===== src/cfg_pkg.sv =====
// Overview of operation
// cycles per word: 1 with options off, up to 2/4/8 for 8/16/32-bit buses
// host runs config clock at ratio times its word rate
// host keeps clocking ratio-1 cycles after the last word is latched
// user mode: request, status, load flag all high; request low restarts loading
// status held low for the power-on delay after power-up
// load flag low from power-up through loading; released only after the full stream
// host sends whole stream, then two falling clock edges to start initialization
// config clock ignored after loading; host must not float it
// 8-bit mode uses data[7:0], 16-bit data[15:0], 32-bit all lines
// after loading the data lines become user I/O per dual-purpose setting
// init-done output driven low once its enabling option bit is loaded
// within 600 ns of request low, load flag and status pulled low
// host holds request low at least 2 us
// status low 268 to 1506 us, released within 1506 us of request high
// host waits 2 us after status high, or 1506 us after request high
// data sampled on rising clock edge; host holds it N-1 more periods
// config clock at most 125 MHz (8/16-bit) or 100 MHz (32-bit)
// oscillator initialization: user mode 175 to 437 us after load flag high
// user-clock init: enable after 4 max clock periods, user mode after 8576 periods
// while request low, ignore bus and clock, discard partial configuration
package cfg_pkg;

  localparam int unsigned CLK_MHZ           = 20;
  localparam int unsigned CLK_PERIOD_NS     = 1000 / CLK_MHZ;
  localparam int unsigned CNT_W             = 16;
  // timing figures and their cycle counts
  localparam int unsigned REQ_RESPONSE_NS   = 600;
  localparam int unsigned REQ_RESPONSE_CYC  = REQ_RESPONSE_NS / CLK_PERIOD_NS;
  localparam int unsigned STATUS_LOW_MIN_US = 268;
  localparam int unsigned STATUS_LOW_CYC    = STATUS_LOW_MIN_US * CLK_MHZ;
  localparam int unsigned STATUS_REL_MAX_US = 1506;
  localparam int unsigned STATUS_REL_MAX_CYC = STATUS_REL_MAX_US * CLK_MHZ;
  localparam int unsigned INIT_OSC_MIN_US   = 175;
  localparam int unsigned INIT_OSC_MAX_US   = 437;
  localparam int unsigned INIT_OSC_CYC      = INIT_OSC_MIN_US * CLK_MHZ;
  localparam int unsigned CFG_CLK_MAX_MHZ   = 125;
  localparam int unsigned UCLK_EN_NS        = 4 * 1000 / CFG_CLK_MAX_MHZ;
  localparam int unsigned UCLK_EN_CYC       = (UCLK_EN_NS + CLK_PERIOD_NS - 1) / CLK_PERIOD_NS;
  localparam int unsigned USER_INIT_PERIODS = 8576;
  localparam int unsigned POR_DELAY_CYC     = 100;

  // register map, byte addresses
  localparam int unsigned AXI_ADDR_W = 8;
  localparam logic [7:0]  REG_CTRL   = 8'h00;
  localparam logic [7:0]  REG_LENGTH = 8'h04;
  localparam logic [7:0]  REG_STATUS = 8'h08;
  localparam logic [7:0]  REG_WORDS  = 8'h0C;
  localparam logic [7:0]  REG_LAST   = 8'h10;
  localparam logic [31:0] CTRL_RESET   = 32'h00000000;
  localparam logic [31:0] LENGTH_RESET = 32'h00000010;
  localparam int unsigned CTRL_WIDTH_LSB   = 0;
  localparam int unsigned CTRL_DECOMP_BIT  = 2;
  localparam int unsigned CTRL_SECURE_BIT  = 3;
  localparam int unsigned CTRL_USERCLK_BIT = 4;
  localparam int unsigned CTRL_KEEP_IO_BIT = 5;
  localparam int unsigned STAT_STATE_LSB   = 0;
  localparam int unsigned STAT_STATUS_BIT  = 8;
  localparam int unsigned STAT_LOAD_BIT    = 9;
  localparam int unsigned STAT_INITD_BIT   = 10;
  localparam int unsigned STAT_OPT_EN_BIT  = 11;
  localparam int unsigned OPT_INIT_DONE_BIT = 0;
  localparam logic [1:0]  RESP_OKAY   = 2'h0;
  localparam logic [1:0]  RESP_SLVERR = 2'h2;

  // bus width codes and lane masks
  localparam logic [1:0]  WIDTH_X8  = 2'h0;
  localparam logic [1:0]  WIDTH_X16 = 2'h1;
  localparam logic [31:0] MASK_X8   = 32'h000000FF;
  localparam logic [31:0] MASK_X16  = 32'h0000FFFF;
  localparam logic [31:0] MASK_X32  = 32'hFFFFFFFF;

  typedef enum logic [6:0] {
    ST_POR        = 7'h01,
    ST_RESET_HOLD = 7'h02,
    ST_STATUS_LOW = 7'h04,
    ST_LOADING    = 7'h08,
    ST_WAIT_FALLS = 7'h10,
    ST_INIT       = 7'h20,
    ST_USER       = 7'h40
  } load_state_e;

  typedef struct packed {
    logic        config_clock;
    logic        reconfig_request_n;
    logic        user_init_clock;
    logic        status_in;
    logic        load_complete_in;
    logic        init_done_in;
    logic [31:0] data;
  } pins_in_s;

  typedef struct packed {
    logic        status_out;
    logic        status_oe_n;
    logic        load_complete_out;
    logic        load_complete_oe_n;
    logic        init_done_out;
    logic        init_done_oe_n;
    logic [31:0] data_user;
  } pins_out_s;

  // status and load flag pulled low from reset, init-done released
  localparam pins_out_s POUT_RESET = '{
    status_out: 1'b0, status_oe_n: 1'b0, load_complete_out: 1'b0, load_complete_oe_n: 1'b0,
    init_done_out: 1'b0, init_done_oe_n: 1'b1, data_user: 32'h00000000};

endpackage


===== src/parallel_config_load_port.sv =====
`timescale 1ns/1ns
`default_nettype none
module parallel_config_load_port #(
  parameter int unsigned STATUS_LOW_CYC    = cfg_pkg::STATUS_LOW_CYC,
  parameter int unsigned USER_INIT_PERIODS = cfg_pkg::USER_INIT_PERIODS,
  parameter int unsigned POR_DELAY_CYC     = cfg_pkg::POR_DELAY_CYC
)(
  input  wire logic                            aclk,
  input  wire logic                            aresetn,
  input  wire cfg_pkg::pins_in_s               pins_in,
  output var  cfg_pkg::pins_out_s              pins_out,
  input  wire logic [cfg_pkg::AXI_ADDR_W-1:0]  s_axi_awaddr,
  input  wire logic                            s_axi_awvalid,
  output logic                                 s_axi_awready,
  input  wire logic [31:0]                     s_axi_wdata,
  input  wire logic [3:0]                      s_axi_wstrb,
  input  wire logic                            s_axi_wvalid,
  output logic                                 s_axi_wready,
  output logic [1:0]                           s_axi_bresp,
  output logic                                 s_axi_bvalid,
  input  wire logic                            s_axi_bready,
  input  wire logic [cfg_pkg::AXI_ADDR_W-1:0]  s_axi_araddr,
  input  wire logic                            s_axi_arvalid,
  output logic                                 s_axi_arready,
  output logic [31:0]                          s_axi_rdata,
  output logic [1:0]                           s_axi_rresp,
  output logic                                 s_axi_rvalid,
  input  wire logic                            s_axi_rready
);

  localparam int unsigned PIN_W = $bits(cfg_pkg::pins_in_s);

  typedef struct packed {
    cfg_pkg::load_state_e          state;
    logic [cfg_pkg::CNT_W-1:0]     cnt;
    logic [3:0]                    ratio_cnt;
    logic [31:0]                   word_cnt;
    logic [31:0]                   last_word;
    logic                          falls;
    logic                          uclk_on;
    logic                          opt_loaded;
    logic                          init_done_en;
    logic                          clk_prev;
    logic                          uclk_prev;
    logic [31:0]                   ctrl;
    logic [31:0]                   length;
    logic                          aw_got;
    logic                          w_got;
    logic [cfg_pkg::AXI_ADDR_W-1:0] awaddr;
    logic [31:0]                   wdata;
    logic [3:0]                    wstrb;
    logic                          bvalid;
    logic [1:0]                    bresp;
    logic                          rvalid;
    logic [1:0]                    rresp;
    logic [31:0]                   rdata;
    cfg_pkg::pins_out_s            pout;
  } core_s;

  localparam core_s CORE_RESET = '{
    state: cfg_pkg::ST_POR, ctrl: cfg_pkg::CTRL_RESET, length: cfg_pkg::LENGTH_RESET,
    pout: cfg_pkg::POUT_RESET, default: '0};

  core_s             core_ff;
  core_s             nxt_core;
  cfg_pkg::pins_in_s sin;
  logic              clk_rise;
  logic              clk_fall;
  logic              uclk_rise;
  logic [3:0]        ratio;
  logic [31:0]       lane_mask;
  logic [1:0]        width;
  logic              user_clk_mode;

  ////////////////////////////////////////////////////////////////////////////////
  // every pin crosses two flops before anything looks at it
  pin_sync #(
    .WIDTH (PIN_W)
  ) u_pin_sync (
    .aclk     (aclk),
    .aresetn  (aresetn),
    .async_in (pins_in),
    .sync_out (sin)
  );

  ////////////////////////////////////////////////////////////////////////////////
  // clock-per-word ratio and active data lanes for the chosen bus width
  always_comb
  begin
    width         = core_ff.ctrl[cfg_pkg::CTRL_WIDTH_LSB +: 2];
    user_clk_mode = core_ff.ctrl[cfg_pkg::CTRL_USERCLK_BIT];
    clk_rise      = sin.config_clock & ~core_ff.clk_prev;
    clk_fall      = ~sin.config_clock & core_ff.clk_prev;
    uclk_rise     = sin.user_init_clock & ~core_ff.uclk_prev;
    case (width)
      cfg_pkg::WIDTH_X8:
      begin
        lane_mask = cfg_pkg::MASK_X8;
        ratio     = core_ff.ctrl[cfg_pkg::CTRL_DECOMP_BIT] ? 4'h2 : 4'h1;
      end
      cfg_pkg::WIDTH_X16:
      begin
        lane_mask = cfg_pkg::MASK_X16;
        ratio     = core_ff.ctrl[cfg_pkg::CTRL_DECOMP_BIT] ? 4'h4 :
                    core_ff.ctrl[cfg_pkg::CTRL_SECURE_BIT] ? 4'h2 : 4'h1;
      end
      default:
      begin
        lane_mask = cfg_pkg::MASK_X32;
        ratio     = core_ff.ctrl[cfg_pkg::CTRL_DECOMP_BIT] ? 4'h8 :
                    core_ff.ctrl[cfg_pkg::CTRL_SECURE_BIT] ? 4'h4 : 4'h1;
      end
    endcase
  end

  ////////////////////////////////////////////////////////////////////////////////
  // load sequence and register slave, all into one next-state copy
  always_comb
  begin
    nxt_core           = core_ff;
    nxt_core.clk_prev  = sin.config_clock;
    nxt_core.uclk_prev = sin.user_init_clock;

    case (core_ff.state)
      cfg_pkg::ST_POR:
      begin
        nxt_core.cnt = core_ff.cnt + 1'b1;
        if (core_ff.cnt == cfg_pkg::CNT_W'(POR_DELAY_CYC - 1))
        begin
          nxt_core.state = cfg_pkg::ST_LOADING;
          nxt_core.cnt   = '0;
        end
      end
      cfg_pkg::ST_RESET_HOLD:
      begin
        // request already back high here, since low is caught below
        nxt_core.state = cfg_pkg::ST_STATUS_LOW;
        nxt_core.cnt   = '0;
      end
      cfg_pkg::ST_STATUS_LOW:
      begin
        nxt_core.cnt = core_ff.cnt + 1'b1;
        if (core_ff.cnt == cfg_pkg::CNT_W'(STATUS_LOW_CYC - 1))
        begin
          nxt_core.state = cfg_pkg::ST_LOADING;
          nxt_core.cnt   = '0;
        end
      end
      cfg_pkg::ST_LOADING:
      begin
        // the first rising edge of each group samples; the rest are spare cycles
        if (clk_rise && core_ff.ratio_cnt == 4'h0)
        begin
          nxt_core.last_word = sin.data & lane_mask;
          nxt_core.word_cnt  = core_ff.word_cnt + 1'b1;
          nxt_core.ratio_cnt = ratio - 4'h1;
          if (!core_ff.opt_loaded)
          begin
            nxt_core.opt_loaded   = 1'b1;
            nxt_core.init_done_en = sin.data[cfg_pkg::OPT_INIT_DONE_BIT];
          end
        end
        else if (clk_rise)
          nxt_core.ratio_cnt = core_ff.ratio_cnt - 4'h1;
        else if (core_ff.word_cnt == core_ff.length && core_ff.word_cnt != 32'h0 &&
                 core_ff.ratio_cnt == 4'h0)
        begin
          nxt_core.state = cfg_pkg::ST_WAIT_FALLS;
          nxt_core.falls = 1'b0;
        end
      end
      cfg_pkg::ST_WAIT_FALLS:
      begin
        if (clk_fall)
        begin
          nxt_core.falls = 1'b1;
          if (core_ff.falls)
          begin
            nxt_core.state   = cfg_pkg::ST_INIT;
            nxt_core.cnt     = '0;
            nxt_core.uclk_on = 1'b0;
          end
        end
      end
      cfg_pkg::ST_INIT:
      begin
        nxt_core.cnt = core_ff.cnt + 1'b1;
        if (!user_clk_mode)
        begin
          if (core_ff.cnt == cfg_pkg::CNT_W'(cfg_pkg::INIT_OSC_CYC - 1))
            nxt_core.state = cfg_pkg::ST_USER;
        end
        else if (!core_ff.uclk_on)
        begin
          if (core_ff.cnt == cfg_pkg::CNT_W'(cfg_pkg::UCLK_EN_CYC - 1))
          begin
            nxt_core.uclk_on = 1'b1;
            nxt_core.cnt     = '0;
          end
        end
        else
        begin
          // only user clock edges advance the count once it is enabled
          nxt_core.cnt = core_ff.cnt + {{(cfg_pkg::CNT_W-1){1'b0}}, uclk_rise};
          if (uclk_rise && core_ff.cnt == cfg_pkg::CNT_W'(USER_INIT_PERIODS - 1))
            nxt_core.state = cfg_pkg::ST_USER;
        end
      end
      cfg_pkg::ST_USER:
      begin
        // config clock is not looked at here
        nxt_core.cnt = '0;
      end
      default:
      begin
        nxt_core.state = cfg_pkg::ST_POR;
        nxt_core.cnt   = '0;
      end
    endcase

    // a request overrides everything but power-on, and throws away partial loads
    if (!sin.reconfig_request_n && core_ff.state != cfg_pkg::ST_POR)
    begin
      nxt_core.state        = cfg_pkg::ST_RESET_HOLD;
      nxt_core.cnt          = '0;
      nxt_core.ratio_cnt    = 4'h0;
      nxt_core.word_cnt     = 32'h0;
      nxt_core.opt_loaded   = 1'b0;
      nxt_core.init_done_en = 1'b0;
    end

    // pin drives follow the next state so they leave the flops together with it
    nxt_core.pout.status_oe_n = !(nxt_core.state inside {cfg_pkg::ST_POR, cfg_pkg::ST_RESET_HOLD,
                                                         cfg_pkg::ST_STATUS_LOW});
    nxt_core.pout.load_complete_oe_n = nxt_core.state inside {cfg_pkg::ST_WAIT_FALLS,
                                                              cfg_pkg::ST_INIT, cfg_pkg::ST_USER};
    nxt_core.pout.init_done_oe_n = !(nxt_core.opt_loaded && nxt_core.init_done_en &&
                                     nxt_core.state != cfg_pkg::ST_USER);
    nxt_core.pout.data_user = (nxt_core.state == cfg_pkg::ST_USER &&
                               core_ff.ctrl[cfg_pkg::CTRL_KEEP_IO_BIT]) ? sin.data : 32'h0;

    // write channel: address and data may come in either order
    if (s_axi_awvalid && s_axi_awready)
    begin
      nxt_core.aw_got = 1'b1;
      nxt_core.awaddr = s_axi_awaddr;
    end
    if (s_axi_wvalid && s_axi_wready)
    begin
      nxt_core.w_got = 1'b1;
      nxt_core.wdata = s_axi_wdata;
      nxt_core.wstrb = s_axi_wstrb;
    end
    if (core_ff.aw_got && core_ff.w_got)
    begin
      nxt_core.aw_got = 1'b0;
      nxt_core.w_got  = 1'b0;
      nxt_core.bvalid = 1'b1;
      nxt_core.bresp  = cfg_pkg::RESP_OKAY;
      for (int b = 0; b < 4; b++)
      begin
        if (core_ff.wstrb[b] && core_ff.awaddr == cfg_pkg::REG_CTRL)
          nxt_core.ctrl[b*8 +: 8] = core_ff.wdata[b*8 +: 8];
        if (core_ff.wstrb[b] && core_ff.awaddr == cfg_pkg::REG_LENGTH)
          nxt_core.length[b*8 +: 8] = core_ff.wdata[b*8 +: 8];
      end
      if (!(core_ff.awaddr inside {cfg_pkg::REG_CTRL, cfg_pkg::REG_LENGTH, cfg_pkg::REG_STATUS,
                                   cfg_pkg::REG_WORDS, cfg_pkg::REG_LAST}))
        nxt_core.bresp = cfg_pkg::RESP_SLVERR;
    end
    if (core_ff.bvalid && s_axi_bready)
      nxt_core.bvalid = 1'b0;

    // read channel: one cycle from address to data
    if (s_axi_arvalid && s_axi_arready)
    begin
      nxt_core.rvalid = 1'b1;
      nxt_core.rresp  = cfg_pkg::RESP_OKAY;
      nxt_core.rdata  = 32'h0;
      case (s_axi_araddr)
        cfg_pkg::REG_CTRL:   nxt_core.rdata = core_ff.ctrl;
        cfg_pkg::REG_LENGTH: nxt_core.rdata = core_ff.length;
        cfg_pkg::REG_STATUS:
        begin
          nxt_core.rdata[cfg_pkg::STAT_STATE_LSB +: 7] = core_ff.state;
          nxt_core.rdata[cfg_pkg::STAT_STATUS_BIT]     = sin.status_in;
          nxt_core.rdata[cfg_pkg::STAT_LOAD_BIT]       = sin.load_complete_in;
          nxt_core.rdata[cfg_pkg::STAT_INITD_BIT]      = sin.init_done_in;
          nxt_core.rdata[cfg_pkg::STAT_OPT_EN_BIT]     = core_ff.init_done_en;
        end
        cfg_pkg::REG_WORDS:  nxt_core.rdata = core_ff.word_cnt;
        cfg_pkg::REG_LAST:   nxt_core.rdata = core_ff.last_word;
        default:             nxt_core.rresp = cfg_pkg::RESP_SLVERR;
      endcase
    end
    if (core_ff.rvalid && s_axi_rready)
      nxt_core.rvalid = 1'b0;
  end

  always_ff @(posedge aclk)
  begin
    if (!aresetn)
      core_ff <= CORE_RESET;
    else
      core_ff <= nxt_core;
  end

  // ready stays low while a response is pending, which keeps one write in flight
  assign s_axi_awready = !core_ff.aw_got && !core_ff.bvalid;
  assign s_axi_wready  = !core_ff.w_got && !core_ff.bvalid;
  assign s_axi_bvalid  = core_ff.bvalid;
  assign s_axi_bresp   = core_ff.bresp;
  assign s_axi_arready = !core_ff.rvalid;
  assign s_axi_rvalid  = core_ff.rvalid;
  assign s_axi_rdata   = core_ff.rdata;
  assign s_axi_rresp   = core_ff.rresp;
  assign pins_out      = core_ff.pout;
endmodule
`default_nettype wire


===== src/pin_sync.sv =====
`timescale 1ns/1ns
`default_nettype none
module pin_sync #(
  parameter int unsigned WIDTH = 1
)(
  input  wire logic             aclk,
  input  wire logic             aresetn,
  input  wire logic [WIDTH-1:0] async_in,
  output var  logic [WIDTH-1:0] sync_out
);

  typedef struct packed {
    logic [WIDTH-1:0] meta;
    logic [WIDTH-1:0] stable;
  } sync_s;

  sync_s sync_ff;
  sync_s nxt_sync;

  // first stage feeds only the second stage
  always_comb
  begin
    nxt_sync.meta   = async_in;
    nxt_sync.stable = sync_ff.meta;
  end

  always_ff @(posedge aclk)
  begin
    if (!aresetn)
      sync_ff <= '0;
    else
      sync_ff <= nxt_sync;
  end

  assign sync_out = sync_ff.stable;

endmodule
`default_nettype wire


===== config.mk =====
export PLATFORM = sky130hd
export DESIGN_NAME = parallel_config_load_port
export DESIGN_NICKNAME = d
export VERILOG_FILES = /design/src/cfg_pkg.sv /design/src/parallel_config_load_port.sv /design/src/pin_sync.sv
export SDC_FILE = /design/constraint.sdc
export NUM_CORES = 1
export LEC_CHECK = 0
export BUFFER_PORTS_ARGS = -buffer_cell sky130_fd_sc_hd__buf_2
export CORE_UTILIZATION = 61
export CTS_CLUSTER_DIAMETER = 60
export DETAILED_ROUTE_END_ITERATION = 8
export GPL_TIMING_DRIVEN = 0
export PLACE_DENSITY = 0.82
export SETUP_SLACK_MARGIN = 0.5
export SLEW_MARGIN = 20
export SYNTH_ARGS = -nofsm -noshare
export SYNTH_HDL_FRONTEND = slang
export SYNTH_SLANG_ARGS = --single-unit

===== constraint.sdc =====
create_clock -name aclk -period 4 [get_ports aclk]
set_input_delay 0.4 -clock aclk [delete_from_list [all_inputs] [get_ports aclk]]
set_output_delay 0.4 -clock aclk [all_outputs]
set_load 0.005 [all_outputs]

==> impl_metrics.ini <==
[status]
outcome = completed

[sta]
setup_slack_ps = 597
finalWorstPathRequiredPeriod_ps = 3400
skew_ps = 24.5
finalSetupViolations = 0
tns_ps = 0
hold_viol = 0
relSlewSlack_pct = 27.0
fmaxAchievable_ghz = 0.294
period_share_pct = 85.1
tightestPinTransition_ps = 1080
grt_setup_unrepaired = no
drv_slew = 0

[power_and_ir_drop]
leakage_uw = 0.00714
powerDensity_nw_per_um2 = 457
ir_drop_mv = 0.441

[logic_synthesis]
synth_edf_count = 0
yosysMostFrequentCell = dfxtp_1
synth_ff_type = dfxtp_1
synthTopCellsByArea = dfxtp_1 (48%), nand2_1 (7.9%), a21oi_1 (6.0%)
synth.distinct_cells = 71
ys_seq_elements = 354
async_flop_share_pct = 0
yosysWarnings = 0
syn_area_um2 = 14800
synth_common_cells = dfxtp_1 (354), nand2_1 (311), a21oi_1 (178)
synth_top_area_share_pct = 47.7
yosysSeqAreaShare_pct = 47.7
yosysTopAreaCell = dfxtp_1
avgSynthCellArea_um2 = 8.57
syn_inst = 1731

[detailed_routing]
via_per_inst = 5.90
ant_nets = 0
drc_errors = 0
dr_total_vias = 13500
first_iter_violations = 1532
post_drt_wl_per_cell_um = 19.1
drt-pass1-iter-count = 9
routed_wl_mm = 43.7

[critical_path]
rrSetupSlack_ps = 600
crit_type = reg -> reg
cpPeakStageDelay_ps = 840
regToRegStartpoint = core_ff[281]
rr_endpoint = pins_out[30]
crit_arrival_ps = 3870
worstPathRequired_ps = 4470
ff2ff_path_depth = 7
cp_slowest_cell = a2111oi_4
cp_cell_sequence = clkbuf_1, or3_1, o41ai_4, nand4_1, a2111oi_4, buf_6, and2_1
start_kind = flip-flop
end_kind = flip-flop
crit_fanout = 10

[clock_tree]
clk_pin_slew_ps = 60
cts.htree.levels = 2
cts_hold_buf = 0
cts_tree = done
cts_sinks = 354
cts_root_buf = clkbuf_16
cts_max_path_buffers = 3
cts_buffers = 37
clk-insertion-delay-late_ps = 530

[floorplanning]
fp.dieW_um = 158
dieHeight_um = 158
start_util_pct = 62.7
num_rows = 56
core_region_area_um2 = 23700
io_pins = 176
die_area_um2 = 25000

[place]
place.port_buffers = 168
dp_slack_ps = 173
hpwl_mm = 31.7
gp_congestion = 0.960
postPlaceCellArea_um2 = 16100

[global_route]
grt-ovfl-total = 0
groute.usage.overall_pct = 35.3
antenna_found_initial = 1
grt_max_degree = 15
grt_pass1_wl_mm = 67.7
grt_pass1_vias = 12800

[final_layout]
diodes = 0
regArea_um2 = 7090
fill_cells = 1839
area_growth_pct = 17.0
multi_input_area_um2 = 6730
drive_gt1_share_pct = 17.0
finalInstanceArea_um2 = 17400
fin_nets = 2046

[hold_path]
hold_start = s_axi_rready
holdPathStages = 2
hold_class = in -> reg
min_to = s_axi_rvalid

[job]
drv_cap = 0
## where the power goes
group | internal, uW | switching, uW
Combinational | 262 | 505
Clock | 2010 | 1450
Sequential | 3630 | 81.0
Total | 5900 | 2040
## sequential cells by signal (all words and copies together), names as in the netlist
name / count
core_ff: 207
pins_out: 35
s_axi_bresp: 1
s_axi_bvalid: 1
s_axi_rdata: 32
s_axi_rresp: 1
s_axi_rvalid: 1
u_pin_sync.nxt_sync: 38
u_pin_sync.sync_out: 38
## critical path, delay by kind of cell (launching register included)
family,cells,cell delay (ps)
AND/OR/NAND/NOR,3,1040
AO/OA/AOI/OAI,2,1520
buffers and inverters,2,480
flip-flops,1,300
## logic make-up after synthesis
family	synth area share (%)
AND/OR/NAND/NOR	23.9
other	0.0253
AO/OA/AOI/OAI	14.3
flip-flops	47.7
XOR/XNOR	3.48
buffers and inverters	7.30
multiplexers	2.63
adder cells (fa/ha/maj)	0.590
## cell type report
class / instances / area share, %
Sequential cell: 354 / 40.8
Multi-Input combinational cell: 1177 / 38.8
Clock buffer: 53 / 6.14
Buffer: 188 / 5.91
Timing Repair Buffer: 168 / 4.84
Tap cell: 319 / 2.30
Clock inverter: 13 / 0.915
Inverter: 16 / 0.346
## worst max path at each step
stage / from / end / depth (start not counted)
after floorplan: core_ff[279] / pins_out[10] / 9
after global placement: core_ff[282] / core_ff[222] / 8
after detailed placement: core_ff[282] / core_ff[222] / 8
after CTS: core_ff[281] / pins_out[30] / 8
after global routing: core_ff[269] / pins_out[30] / 8
final: core_ff[281] / pins_out[30] / 7
## cells in the final DEF, fill, tap and decap left out, drive strengths merged, types with 6 or more instances in the layout
master	Yosys	routed
or4	8	8
a21oi	178	178
buf	90	258
nand3	43	43
nor4	27	27
clkbuf	98	151
and2	125	125
dfxtp	354	354
nand4	19	19
a21o	24	24
a31oi	9	9
mux2i	39	39
nor2	95	95
or3	10	10
xnor2	16	16
a221oi	14	14
xor2	43	43
nor2b	6	6
nand2b	12	12
inv	16	19
clkinv	0	7
nand2	311	311
o21ai	46	46
and3	12	12
a211oi	9	9
a222oi	22	22
ha	7	7
a22oi	6	6
nor3	26	26
## timing repair
action	4_1_cts	5_1_grt
setup buffers	0	0
gates resized for setup	4	4
endpoints found under the setup margin	40	36
## stage by stage
stage	total power [uW]	util, %	cells	hold WS, ps
after floorplan	4230	-	1735	412
after CTS	7930	73.3	2288	61.2
final	7940	73.3	2288	66.8
after global routing	8160	73.3	2288	73.8
after detailed placement	4510	68.0	2222	418
after global placement	4500	68.0	2222	413
## routing by layer
layer	global-route usage, %	up-vias	share of wire, %
met5	0	-	0
met4	14.9	0	3.8
met3	5.64	136	9.2
met2	59.4	739	47
met1	44.8	6332	40
li1	-	6303	-
Note: power is estimated with default switching activity, not from simulation.
